`src/inc/sat_pkg.sv`:
```
package sat_pkg;

   // ****************************************
   // bus and data widths
   // ****************************************
   localparam int ADDR_W = 12;
   localparam int DATA_W = 32;
   localparam int REG_W  = 8;
   localparam int SMP_W  = 16;
   localparam int CH_W   = 4;
   localparam int EXP_W  = 3;
   localparam int SUM_W  = SMP_W + 7;
   localparam int NUM_UNITS = 2;

   // ****************************************
   // register indices, byte address is four times the index
   // ****************************************
   localparam logic [ADDR_W-1:0] IDX_SEQ_DIV      = 12'h031;
   localparam logic [ADDR_W-1:0] IDX_SEQ_PERIOD   = 12'h033;
   localparam logic [ADDR_W-1:0] IDX_FIRST_SAMPLE = 12'h042;
   localparam logic [ADDR_W-1:0] IDX_TIA_SECOND   = 12'h043;
   localparam logic [ADDR_W-1:0] IDX_TIA_THIRD    = 12'h044;
   localparam logic [ADDR_W-1:0] IDX_SUBS_RATIO   = 12'h045;
   localparam logic [ADDR_W-1:0] IDX_SEQ_CONFIG   = 12'h046;
   localparam logic [ADDR_W-1:0] IDX_ERR_FLAGS    = 12'h047;
   localparam logic [ADDR_W-1:0] IDX_AVG_SEL      = 12'h048;
   localparam logic [ADDR_W-1:0] IDX_AVG_EXP      = 12'h049;
   localparam logic [ADDR_W-1:0] IDX_DECIM_SEL    = 12'h04A;
   localparam logic [ADDR_W-1:0] IDX_DECIM_RATIO1 = 12'h04B;
   localparam logic [ADDR_W-1:0] IDX_DECIM_RATIO2 = 12'h04C;
   localparam logic [ADDR_W-1:0] IDX_PERIOD_TICKS = 12'h060;
   localparam logic [ADDR_W-1:0] IDX_SEQ_STEPS    = 12'h061;
   localparam logic [ADDR_W-1:0] IDX_SKIP_COUNT   = 12'h062;
   localparam int IDX_SHIFT = 2;

   // ****************************************
   // field positions and reset values
   // ****************************************
   localparam int SKIP_EVERY_PERIOD_BIT = 0;
   localparam int TIMING_ERR_BIT        = 7;
   localparam int UNIT2_SEL_LSB         = 4;
   localparam int UNIT2_EXP_LSB         = 4;
   localparam logic [REG_W-1:0] REG_RESET = 8'h00;
   localparam logic [REG_W-1:0] CFG_MASK  = 8'h01;
   localparam logic [REG_W-1:0] EXP_MASK  = 8'h77;

   // ****************************************
   // timing
   // ****************************************
   localparam int CLK_PERIOD_PS  = 4000;
   localparam int TIME_UNIT_US   = 1;
   localparam int CYCLES_PER_US  = (TIME_UNIT_US * 1000000) / CLK_PERIOD_PS;
   localparam int PRESCALE_W     = 8;
   localparam logic [PRESCALE_W-1:0] PRESCALE_LAST = PRESCALE_W'(CYCLES_PER_US - 1);

   // ****************************************
   // carriers
   // ****************************************
   typedef struct packed {
      logic [CH_W-1:0]  chan;
      logic [SMP_W-1:0] data;
   } sat_sample_type;

   typedef struct packed {
      logic             valid;
      logic [SMP_W-1:0] data;
   } sat_avg_type;

   typedef enum logic [1:0] {
      COEF_ZERO = 2'b00,
      COEF_POS  = 2'b01,
      COEF_NEG  = 2'b11
   } sat_coef_type;

   typedef enum logic [1:0] {
      SQ_IDLE,
      SQ_RUN
   } sat_state_type;

endpackage

```
`src/logic/sat_trigger_ctrl.sv`:
```
// Local design decision: the APB register port.
`timescale 1ns/1ps
`default_nettype none

// Operation
// - non-zero second TIA time starts an extra conversion there, only on TIA
// - non-TIA channels get at most one conversion per period
// - third TIA time acts like the second, placed later, no overlap
// - ratio N gives N periods without conversion then one with; 0 converts always
// - skip-every-period bit applies the ratio to every period
// - with bit clear only the first period of an ADC cycle repeats
// - ADC cycle spans lowest-channel sequence through highest-channel sequence
// - start during conversion sets sticky error bit 7, writing 1 to bit 7 clears it
// - current period tick count readable, 8 bits
// - current sequence count readable, 8 bits
// - current skip count readable, 8 bits
// - two averaging units, channel picked by a nibble each
// - each unit averages 2^n samples, n from a 3-bit field
// - two decimation units, channel picked by a nibble each
// - decimated channel runs at cycle rate over ratio plus one
// - demodulator works only while the sequencer runs
// - demodulator coefficient is +1, 0 or -1 from timing windows
// - first conversion of a period starts at the first-sample time
// - period is period value times divider plus one microseconds
module sat_trigger_ctrl
   import sat_pkg::*;
(
   input  wire logic                 i_clk,
   input  wire logic                 i_rst,
   input  wire logic                 i_psel,
   input  wire logic                 i_penable,
   input  wire logic                 i_pwrite,
   input  wire logic [ADDR_W-1:0]    i_paddr,
   input  wire logic [DATA_W-1:0]    i_pwdata,
   output logic      [DATA_W-1:0]    o_prdata,
   output logic                      o_pready,
   output logic                      o_pslverr,
   input  wire logic                 i_seq_run,
   input  wire logic [CH_W-1:0]      i_adc_sel,
   input  wire logic [CH_W-1:0]      i_tia_channel,
   input  wire logic [CH_W-1:0]      i_lowest_channel,
   input  wire logic [CH_W-1:0]      i_highest_channel,
   input  wire logic                 i_adc_busy,
   input  wire logic                 i_manual_start,
   input  wire sat_sample_type       i_sample,
   input  wire logic                 i_sample_valid,
   input  wire logic                 i_demod_enable,
   input  wire logic                 i_pos_window,
   input  wire logic                 i_neg_window,
   output logic                      o_adc_start,
   output logic                      o_period_end,
   output sat_avg_type               o_avg1,
   output sat_avg_type               o_avg2,
   output sat_coef_type              o_demod_coef
);

   // ****************************************
   // registers
   // ****************************************
   logic [REG_W-1:0]      seq_div;
   logic [REG_W-1:0]      seq_period;
   logic [REG_W-1:0]      first_sample_cycle;
   logic [REG_W-1:0]      tia_second_sample_cycle;
   logic [REG_W-1:0]      tia_third_sample_cycle;
   logic [REG_W-1:0]      skip_ratio;
   logic [REG_W-1:0]      sequencer_config;
   logic                  timing_error;
   logic [REG_W-1:0]      average_channel_select;
   logic [REG_W-1:0]      average_count_exponent;
   logic [REG_W-1:0]      decimate_channel_select;
   logic [REG_W-1:0]      decim_unit1_ratio;
   logic [REG_W-1:0]      decim_unit2_ratio;

   // ****************************************
   // sequencer state
   // ****************************************
   sat_state_type         state;
   logic [PRESCALE_W-1:0] prescale;
   logic [REG_W-1:0]      div_count;
   logic [REG_W-1:0]      period_tick_count;
   logic [REG_W-1:0]      sequence_step_count;
   logic [REG_W-1:0]      skip_period_count;
   logic                  period_converts;
   logic [REG_W-1:0]      decim_count [NUM_UNITS];
   logic                  adc_start;

   // ****************************************
   // bus decode
   // ****************************************
   wire                   bus_setup  = i_psel & ~i_penable;
   wire                   bus_write  = i_psel & i_penable & i_pwrite;
   wire [ADDR_W-1:0]      reg_index  = i_paddr >> IDX_SHIFT;
   wire                   addr_align = (i_paddr[IDX_SHIFT-1:0] == 2'h0);
   wire [REG_W-1:0]       wdata      = i_pwdata[REG_W-1:0];
   wire                   wr_div     = bus_write & addr_align & (reg_index == IDX_SEQ_DIV);
   wire                   wr_period  = bus_write & addr_align & (reg_index == IDX_SEQ_PERIOD);
   wire                   wr_first   = bus_write & addr_align & (reg_index == IDX_FIRST_SAMPLE);
   wire                   wr_second  = bus_write & addr_align & (reg_index == IDX_TIA_SECOND);
   wire                   wr_third   = bus_write & addr_align & (reg_index == IDX_TIA_THIRD);
   wire                   wr_subs    = bus_write & addr_align & (reg_index == IDX_SUBS_RATIO);
   wire                   wr_cfg     = bus_write & addr_align & (reg_index == IDX_SEQ_CONFIG);
   wire                   wr_err     = bus_write & addr_align & (reg_index == IDX_ERR_FLAGS);
   wire                   wr_avg_sel = bus_write & addr_align & (reg_index == IDX_AVG_SEL);
   wire                   wr_avg_exp = bus_write & addr_align & (reg_index == IDX_AVG_EXP);
   wire                   wr_dec_sel = bus_write & addr_align & (reg_index == IDX_DECIM_SEL);
   wire                   wr_dec1    = bus_write & addr_align & (reg_index == IDX_DECIM_RATIO1);
   wire                   wr_dec2    = bus_write & addr_align & (reg_index == IDX_DECIM_RATIO2);

   logic [REG_W-1:0]      read_value;
   logic                  read_hit;

   always_comb begin
      read_hit   = addr_align;
      read_value = REG_RESET;
      unique case (reg_index)
         IDX_SEQ_DIV:      read_value = seq_div;
         IDX_SEQ_PERIOD:   read_value = seq_period;
         IDX_FIRST_SAMPLE: read_value = first_sample_cycle;
         IDX_TIA_SECOND:   read_value = tia_second_sample_cycle;
         IDX_TIA_THIRD:    read_value = tia_third_sample_cycle;
         IDX_SUBS_RATIO:   read_value = skip_ratio;
         IDX_SEQ_CONFIG:   read_value = sequencer_config;
         IDX_ERR_FLAGS:    read_value = {timing_error, 7'h00};
         IDX_AVG_SEL:      read_value = average_channel_select;
         IDX_AVG_EXP:      read_value = average_count_exponent;
         IDX_DECIM_SEL:    read_value = decimate_channel_select;
         IDX_DECIM_RATIO1: read_value = decim_unit1_ratio;
         IDX_DECIM_RATIO2: read_value = decim_unit2_ratio;
         IDX_PERIOD_TICKS: read_value = period_tick_count;
         IDX_SEQ_STEPS:    read_value = sequence_step_count;
         IDX_SKIP_COUNT:   read_value = skip_period_count;
         default:          read_hit   = 1'b0;
      endcase
   end

   assign o_pready = 1'b1;

   // ****************************************
   // bus read data and error, captured in setup
   // ****************************************
   always_ff @(posedge i_clk) begin
      if (i_rst) begin
         o_prdata  <= '0;
         o_pslverr <= 1'b0;
      end else if (bus_setup) begin
         o_prdata  <= {{(DATA_W-REG_W){1'b0}}, read_value};
         o_pslverr <= ~read_hit;
      end
   end

   // ****************************************
   // writable registers
   // ****************************************
   always_ff @(posedge i_clk) begin
      if (i_rst) begin
         seq_div                 <= REG_RESET;
         seq_period              <= REG_RESET;
         first_sample_cycle      <= REG_RESET;
         tia_second_sample_cycle <= REG_RESET;
         tia_third_sample_cycle  <= REG_RESET;
         skip_ratio              <= REG_RESET;
         sequencer_config        <= REG_RESET;
         average_channel_select  <= REG_RESET;
         average_count_exponent  <= REG_RESET;
         decimate_channel_select <= REG_RESET;
         decim_unit1_ratio       <= REG_RESET;
         decim_unit2_ratio       <= REG_RESET;
      end else begin
         if (wr_div)     seq_div                 <= wdata;
         if (wr_period)  seq_period              <= wdata;
         if (wr_first)   first_sample_cycle      <= wdata;
         if (wr_second)  tia_second_sample_cycle <= wdata;
         if (wr_third)   tia_third_sample_cycle  <= wdata;
         if (wr_subs)    skip_ratio              <= wdata;
         if (wr_cfg)     sequencer_config        <= wdata & CFG_MASK;
         if (wr_avg_sel) average_channel_select  <= wdata;
         if (wr_avg_exp) average_count_exponent  <= wdata & EXP_MASK;
         if (wr_dec_sel) decimate_channel_select <= wdata;
         if (wr_dec1)    decim_unit1_ratio       <= wdata;
         if (wr_dec2)    decim_unit2_ratio       <= wdata;
      end
   end

   // ****************************************
   // timing error flag, set wins over clear
   // ****************************************
   wire err_clear = wr_err & wdata[TIMING_ERR_BIT];
   wire any_start = adc_start | i_manual_start;
   wire err_set   = any_start & i_adc_busy;

   always_ff @(posedge i_clk) begin
      if (i_rst) begin
         timing_error <= 1'b0;
      end else if (err_set) begin
         timing_error <= 1'b1;
      end else if (err_clear) begin
         timing_error <= 1'b0;
      end
   end

   // ****************************************
   // period timebase
   // ****************************************
   wire running     = (state == SQ_RUN);
   wire run_begin   = i_seq_run & ~running;
   wire us_tick     = running & (prescale == PRESCALE_LAST);
   wire cycle_tick  = us_tick & (div_count == seq_div);
   wire [REG_W-1:0] period_last = (seq_period == REG_RESET) ? REG_RESET : seq_period - 8'h01;
   wire period_done = cycle_tick & (period_tick_count == period_last);

   always_ff @(posedge i_clk) begin
      if (i_rst) begin
         state <= SQ_IDLE;
      end else begin
         unique case (state)
            SQ_IDLE: if (i_seq_run)  state <= SQ_RUN;
            SQ_RUN:  if (!i_seq_run) state <= SQ_IDLE;
         endcase
      end
   end

   always_ff @(posedge i_clk) begin
      if (i_rst || !running) begin
         prescale <= '0;
         div_count <= REG_RESET;
      end else if (us_tick) begin
         prescale  <= '0;
         div_count <= (div_count == seq_div) ? REG_RESET : div_count + 8'h01;
      end else begin
         prescale <= prescale + 8'h01;
      end
   end

   // ****************************************
   // period, sequence and skip counters
   // ****************************************
   wire at_cycle_first = (i_adc_sel == i_lowest_channel);
   wire at_cycle_last  = (i_adc_sel == i_highest_channel);
   wire skip_every     = sequencer_config[SKIP_EVERY_PERIOD_BIT];
   wire skip_applies   = skip_every | at_cycle_first;
   wire skip_now       = skip_applies & (skip_period_count < skip_ratio);

   always_ff @(posedge i_clk) begin
      if (i_rst || run_begin) begin
         period_tick_count   <= REG_RESET;
         sequence_step_count <= REG_RESET;
         skip_period_count   <= REG_RESET;
      end else if (period_done) begin
         period_tick_count <= REG_RESET;
         if (skip_now) begin
            skip_period_count <= skip_period_count + 8'h01;
         end else begin
            skip_period_count   <= REG_RESET;
            sequence_step_count <= sequence_step_count + 8'h01;
         end
      end else if (cycle_tick) begin
         period_tick_count <= period_tick_count + 8'h01;
      end
   end

   // ****************************************
   // decimation units
   // ****************************************
   logic [NUM_UNITS-1:0] decim_block;
   wire  [REG_W-1:0]     decim_ratio [NUM_UNITS];
   assign decim_ratio[0] = decim_unit1_ratio;
   assign decim_ratio[1] = decim_unit2_ratio;

   for (genvar u = 0; u < NUM_UNITS; u++) begin : g_decim
      wire [CH_W-1:0] decim_chan = decimate_channel_select[u*UNIT2_SEL_LSB +: CH_W];
      wire            cycle_end  = period_done & ~skip_now & at_cycle_last;
      assign decim_block[u] = (i_adc_sel == decim_chan) & (decim_count[u] != REG_RESET);
      always_ff @(posedge i_clk) begin
         if (i_rst || run_begin) begin
            decim_count[u] <= REG_RESET;
         end else if (cycle_end) begin
            decim_count[u] <= (decim_count[u] >= decim_ratio[u]) ? REG_RESET : decim_count[u] + 8'h01;
         end
      end
   end

   // ****************************************
   // conversion starts
   // ****************************************
   wire on_tia      = (i_adc_sel == i_tia_channel);
   wire hit_first   = (period_tick_count == first_sample_cycle);
   wire hit_second  = on_tia & (tia_second_sample_cycle != REG_RESET) &
                      (period_tick_count == tia_second_sample_cycle);
   wire hit_third   = on_tia & (tia_third_sample_cycle != REG_RESET) &
                      (period_tick_count == tia_third_sample_cycle);
   wire convert_ok  = ~skip_now & ~(|decim_block);
   wire single_ok   = on_tia | ~period_converts;

   // only one start per period for non-TIA channels
   always_comb begin
      adc_start = cycle_tick & convert_ok & single_ok & (hit_first | hit_second | hit_third);
   end

   always_ff @(posedge i_clk) begin
      if (i_rst) begin
         o_adc_start     <= 1'b0;
         o_period_end    <= 1'b0;
         period_converts <= 1'b0;
      end else begin
         o_adc_start     <= adc_start;
         o_period_end    <= period_done;
         period_converts <= period_done ? 1'b0 : (period_converts | adc_start);
      end
   end

   // ****************************************
   // averaging units
   // ****************************************
   logic [SUM_W-1:0] avg_sum   [NUM_UNITS];
   logic [7:0]       avg_count [NUM_UNITS];
   sat_avg_type      avg_out   [NUM_UNITS];

   for (genvar u = 0; u < NUM_UNITS; u++) begin : g_avg
      wire [CH_W-1:0]  avg_chan = average_channel_select[u*UNIT2_SEL_LSB +: CH_W];
      wire [EXP_W-1:0] avg_exp  = average_count_exponent[u*UNIT2_EXP_LSB +: EXP_W];
      wire             take     = i_sample_valid & (i_sample.chan == avg_chan);
      wire [7:0]       target   = 8'h01 << avg_exp;
      wire [SUM_W-1:0] new_sum  = avg_sum[u] + SUM_W'(i_sample.data);
      wire [7:0]       next_cnt = avg_count[u] + 8'h01;
      wire             complete = take & (next_cnt >= target);
      always_ff @(posedge i_clk) begin
         if (i_rst) begin
            avg_sum[u]   <= '0;
            avg_count[u] <= 8'h00;
            avg_out[u]   <= '0;
         end else begin
            avg_out[u].valid <= complete;
            if (complete) begin
               avg_out[u].data <= SMP_W'(new_sum >> avg_exp);
               avg_sum[u]      <= '0;
               avg_count[u]    <= 8'h00;
            end else if (take) begin
               avg_sum[u]   <= new_sum;
               avg_count[u] <= next_cnt;
            end
         end
      end
   end

   assign o_avg1 = avg_out[0];
   assign o_avg2 = avg_out[1];

   // ****************************************
   // demodulator coefficient
   // ****************************************
   always_ff @(posedge i_clk) begin
      if (i_rst || !running || !i_demod_enable) begin
         o_demod_coef <= COEF_ZERO;
      end else if (i_pos_window && !i_neg_window) begin
         o_demod_coef <= COEF_POS;
      end else if (i_neg_window && !i_pos_window) begin
         o_demod_coef <= COEF_NEG;
      end else begin
         o_demod_coef <= COEF_ZERO;
      end
   end

endmodule

`default_nettype wire

```
`config.mk`:
```
export PLATFORM = sky130hd
export DESIGN_NAME = sat_trigger_ctrl
export DESIGN_NICKNAME = d
export VERILOG_FILES = /design/src/inc/sat_pkg.sv /design/src/logic/sat_trigger_ctrl.sv
export SDC_FILE = /design/constraint.sdc
export NUM_CORES = 1
export LEC_CHECK = 0
export BUFFER_PORTS_ARGS = -buffer_cell sky130_fd_sc_hd__buf_4
export CAP_MARGIN = 20
export CORE_ASPECT_RATIO = 0.9
export CORE_MARGIN = 2
export CORE_UTILIZATION = 40
export DETAILED_ROUTE_END_ITERATION = 8
export PLACE_DENSITY = 0.57
export SYNTH_ARGS = -nofsm -noshare
export SYNTH_HDL_FRONTEND = slang
export SYNTH_SLANG_ARGS = --single-unit
```
`constraint.sdc`:
```
create_clock -name i_clk -period 12.5 [get_ports i_clk]
set_input_delay 0 -clock i_clk [delete_from_list [all_inputs] [get_ports i_clk]]
set_output_delay 0 -clock i_clk [all_outputs]
set_load 0.01 [all_outputs]
```
==> results.yml <==
critical_path:
  worstSetupPathDepth: 10
  crit_chain: "inv_1 -> nand3_1 -> ha_1 -> a21o_1 -> a21oi_1 -> o21ai_0 -> o41a_1 -> nand2b_1 -> buf_4 -> nor2_1"
  slowest_delay_ns: 1.02
  cpLargestDelayFamily: "buffers and inverters"
  worstPathRequired_ns: 12.92
  r2r-start: "average_count_exponent[1]"
  critPathMaxFanout: 29
  cp-startpoint: "average_count_exponent[1]"
  path_class: "reg2reg"
  crit_arrival_ns: 4.55
  crit_path_end_kind: "flop"
  critPathLaunchType: "flop"
  rr_endpoint: "avg_sum[0][8]"
  path_buf_inv: 2
  rrSetupSlack_ns: 8.37
  slowest_stage: "dfxtp_1"
  rr_worst_depth: 10
clock_tree:
  cts_tree: "done"
  ctsLongestPathBuffers: 3
  cts_buffers: 30
  numClockSinks: 255
  clk_pin_slew_worst_paths_ns: 0.06
  clk_latency_ns: 0.58
  cts_root_buffer: "clkbuf_16"
  holdBufCountCts: 30
  cts_resized: 0
  cts_max_level: 1
  cts_setup_buffers: 0
place:
  dp_slack_ns: 8.37
  port_buffers: 114
  dpl_cell_area_sq_um: 18000
  gp_congestion: 0.926
  dp_hpwl_um: 35900
power:
  p_leak_nw: 7.33
  ir_worst_vdd_mv: 0.101
  power_density_nw_per_um2: 109
grt:
  antenna_found_initial: 0
  track_usage_pct: 22.2
  grt_overflow_total: 0
  use_met2_pct: 36.2
  grt_max_degree: 59
  use_met3_pct: 3.41
  use_met1_pct: 30.8
  top_usage_layer: "met2"
  grt_pass1_vias: 13300
  grt_pass1_wl_um: 76300
synth:
  syn_area_per_cell_sq_um: 9.05
  synthDistinctLibCells: 93
  synthTopCellsByArea: "edfxtp_1 (20%), dfxtp_1 (17%), mux2i_1 (7.0%), ha_1 (6.5%), nor2_1 (5.7%)"
  synth_top_flop_cell: "dfxtp_1"
  synth_top_area_cell: "edfxtp_1"
  synth-seq-area-share_pct: 36.8
  yosysMostFrequentCell: "nor2_1"
  synthArstFlopShare_pct: 0
  syn_inst: 1860
  synth_edf_count: 110
  ys_warn_count: 0
  synth.cell_area_sq_um: 16800
  synth_top_area_share_pct: 19.6
  synth_common_cells: "nor2_1 (256), dfxtp_1 (145), nand2_1 (126)"
  synth_seq_cells: 255
die:
  dieArea_sq_um: 43800
  die_height_um: 199
  rows: 71
  ios: 164
  dieWidth_um: 220
  core-area_sq_um: 41700
  start_util_pct: 40.4
worst_hold_path:
  min_to: "avg_sum[0][1]"
  hold_depth: 4
  min_from: "i_sample[1]"
  hp-class: "in2reg"
cells_and_area:
  fin_nets: 2132
  fin_area_sq_um: 19300
  utilization_pct: 46.3
  drive_gt1_share_pct: 11.5
  antenna_cells: 0
  areaGrowthSynthToFinish_pct: 14.6
route:
  drt_iter0_markers: 1147
  routedWlPerCell_um: 19.5
  drc: 0
  antenna_left: 0
  num_vias: 14300
  drt-total-wl_um: 49200
  viasPerCell: 5.68
  firstDrtPassIters: 5
sta:
  post-route-worst-setup-slack_ns: 8.37
  timing.final.crit_share_pct: 33.1
  rsz0062_at_grt: "no"
  relSlewSlack_pct: 29.7
  drv_slew: 0
  setup_viol: 0
  tns_ns: 0
  skew_ns: 0.0203
  period_needed_ns: 4.13
  fmax_mhz: 242
  finalHoldViolations: 0
  worst_pin_slew_ns: 1.05
run:
  maxCapViolations: 0
run_status:
  status: "finished clean"
-- cell families (layout without fill, tap and decap cells) --
kind of cell,after synthesis,count (layout),share of synthesized area [%]
AO/OA/AOI/OAI,369,369,15.3
XOR/XNOR,147,147,7.64
adder cells (fa/ha/maj),90,90,6.76
buffers and inverters,196,286,5.12
flip-flops,255,255,36.8
multiplexers,136,136,8.95
other,2,25,0.0446
AND/OR/NAND/NOR,665,665,19.3
-- metrics by stage --
stage / hold slack [ns] / power (W) / instances
final: 0.0433 / 0.00211 / 2520
after CTS: 0.0117 / 0.00213 / 2520
after detailed placement: 0.255 / 0.00123 / 2436
after floorplan: 0.118 / 0.00114 / 1883
after global placement: 0.242 / 0.00123 / 2436
after global routing: 0.0517 / 0.00219 / 2520
-- cell usage in the layout (no fill, tap or decap), types with 21 or more instances in the layout --
master / n
conb_1: 25
buf_4: 133
o21ai_0: 45
ha_1: 87
nor3_1: 39
nand2_1: 125
xnor2_1: 71
nand3_1: 46
mux2i_1: 118
nor2b_1: 31
clkbuf_16: 33
a22oi_1: 21
edfxtp_1: 110
a21oi_1: 94
inv_1: 67
dfxtp_1: 145
a21o_1: 22
nor2_1: 256
xor2_1: 76
dlygate4sd3_1: 30
nand2b_1: 21
-- layout make-up --
class | instances | area [sq um]
multi-input combinational | 1432 | 9870
clock inverter | 3 | 16.3
sequential | 255 | 6210
inverter | 69 | 259
clock buffer | 51 | 973
fill | 3945 | 22400
timing repair buffer | 163 | 1300
tap | 547 | 684
-- worst register-to-register path, delay by kind of cell, from the launching register on --
family	cells	cell delay (ns)
buf+inv	2	1.05
flops	1	1.02
simple gates	3	0.87
compound gates	4	0.78
fa+ha+maj	1	0.25
-- power by group --
| group | leakage [nW] | total [W] | internal (W) | switching [W] |
|---|---|---|---|---|
| clock network | 0.488 | 0.000884 | 0.000524 | 0.000360 |
| logic | 4.52 | 0.000313 | 0.000126 | 0.000187 |
| registers | 2.32 | 0.000912 | 0.000893 | 0.0000196 |
-- layer usage --
layer  vias to the layer above  wire length [um]
li1                       6885                 -
met1                      6927             22300
met2                       438             22700
met3                        76              3100
met4                         0              1040
met5                         -                 0
-- state kept, by name, summed over array words and instances, names as in the netlist, 16 cells and up --
name and count:
avg_sum 46, avg_out 34, avg_count 16, decim_count 16
-- worst max path at each step --
stage	endpoint	slack [ns]
global route	avg_sum[0][8]	8.03
finish	avg_sum[0][8]	8.37
global placement	decim_count[1][5]	8.37
CTS	decim_count[1][6]	8.34
floorplan	decim_count[0][0]	8.26
detailed placement	decim_count[1][6]	8.37
(Power assumes the default switching activity.)
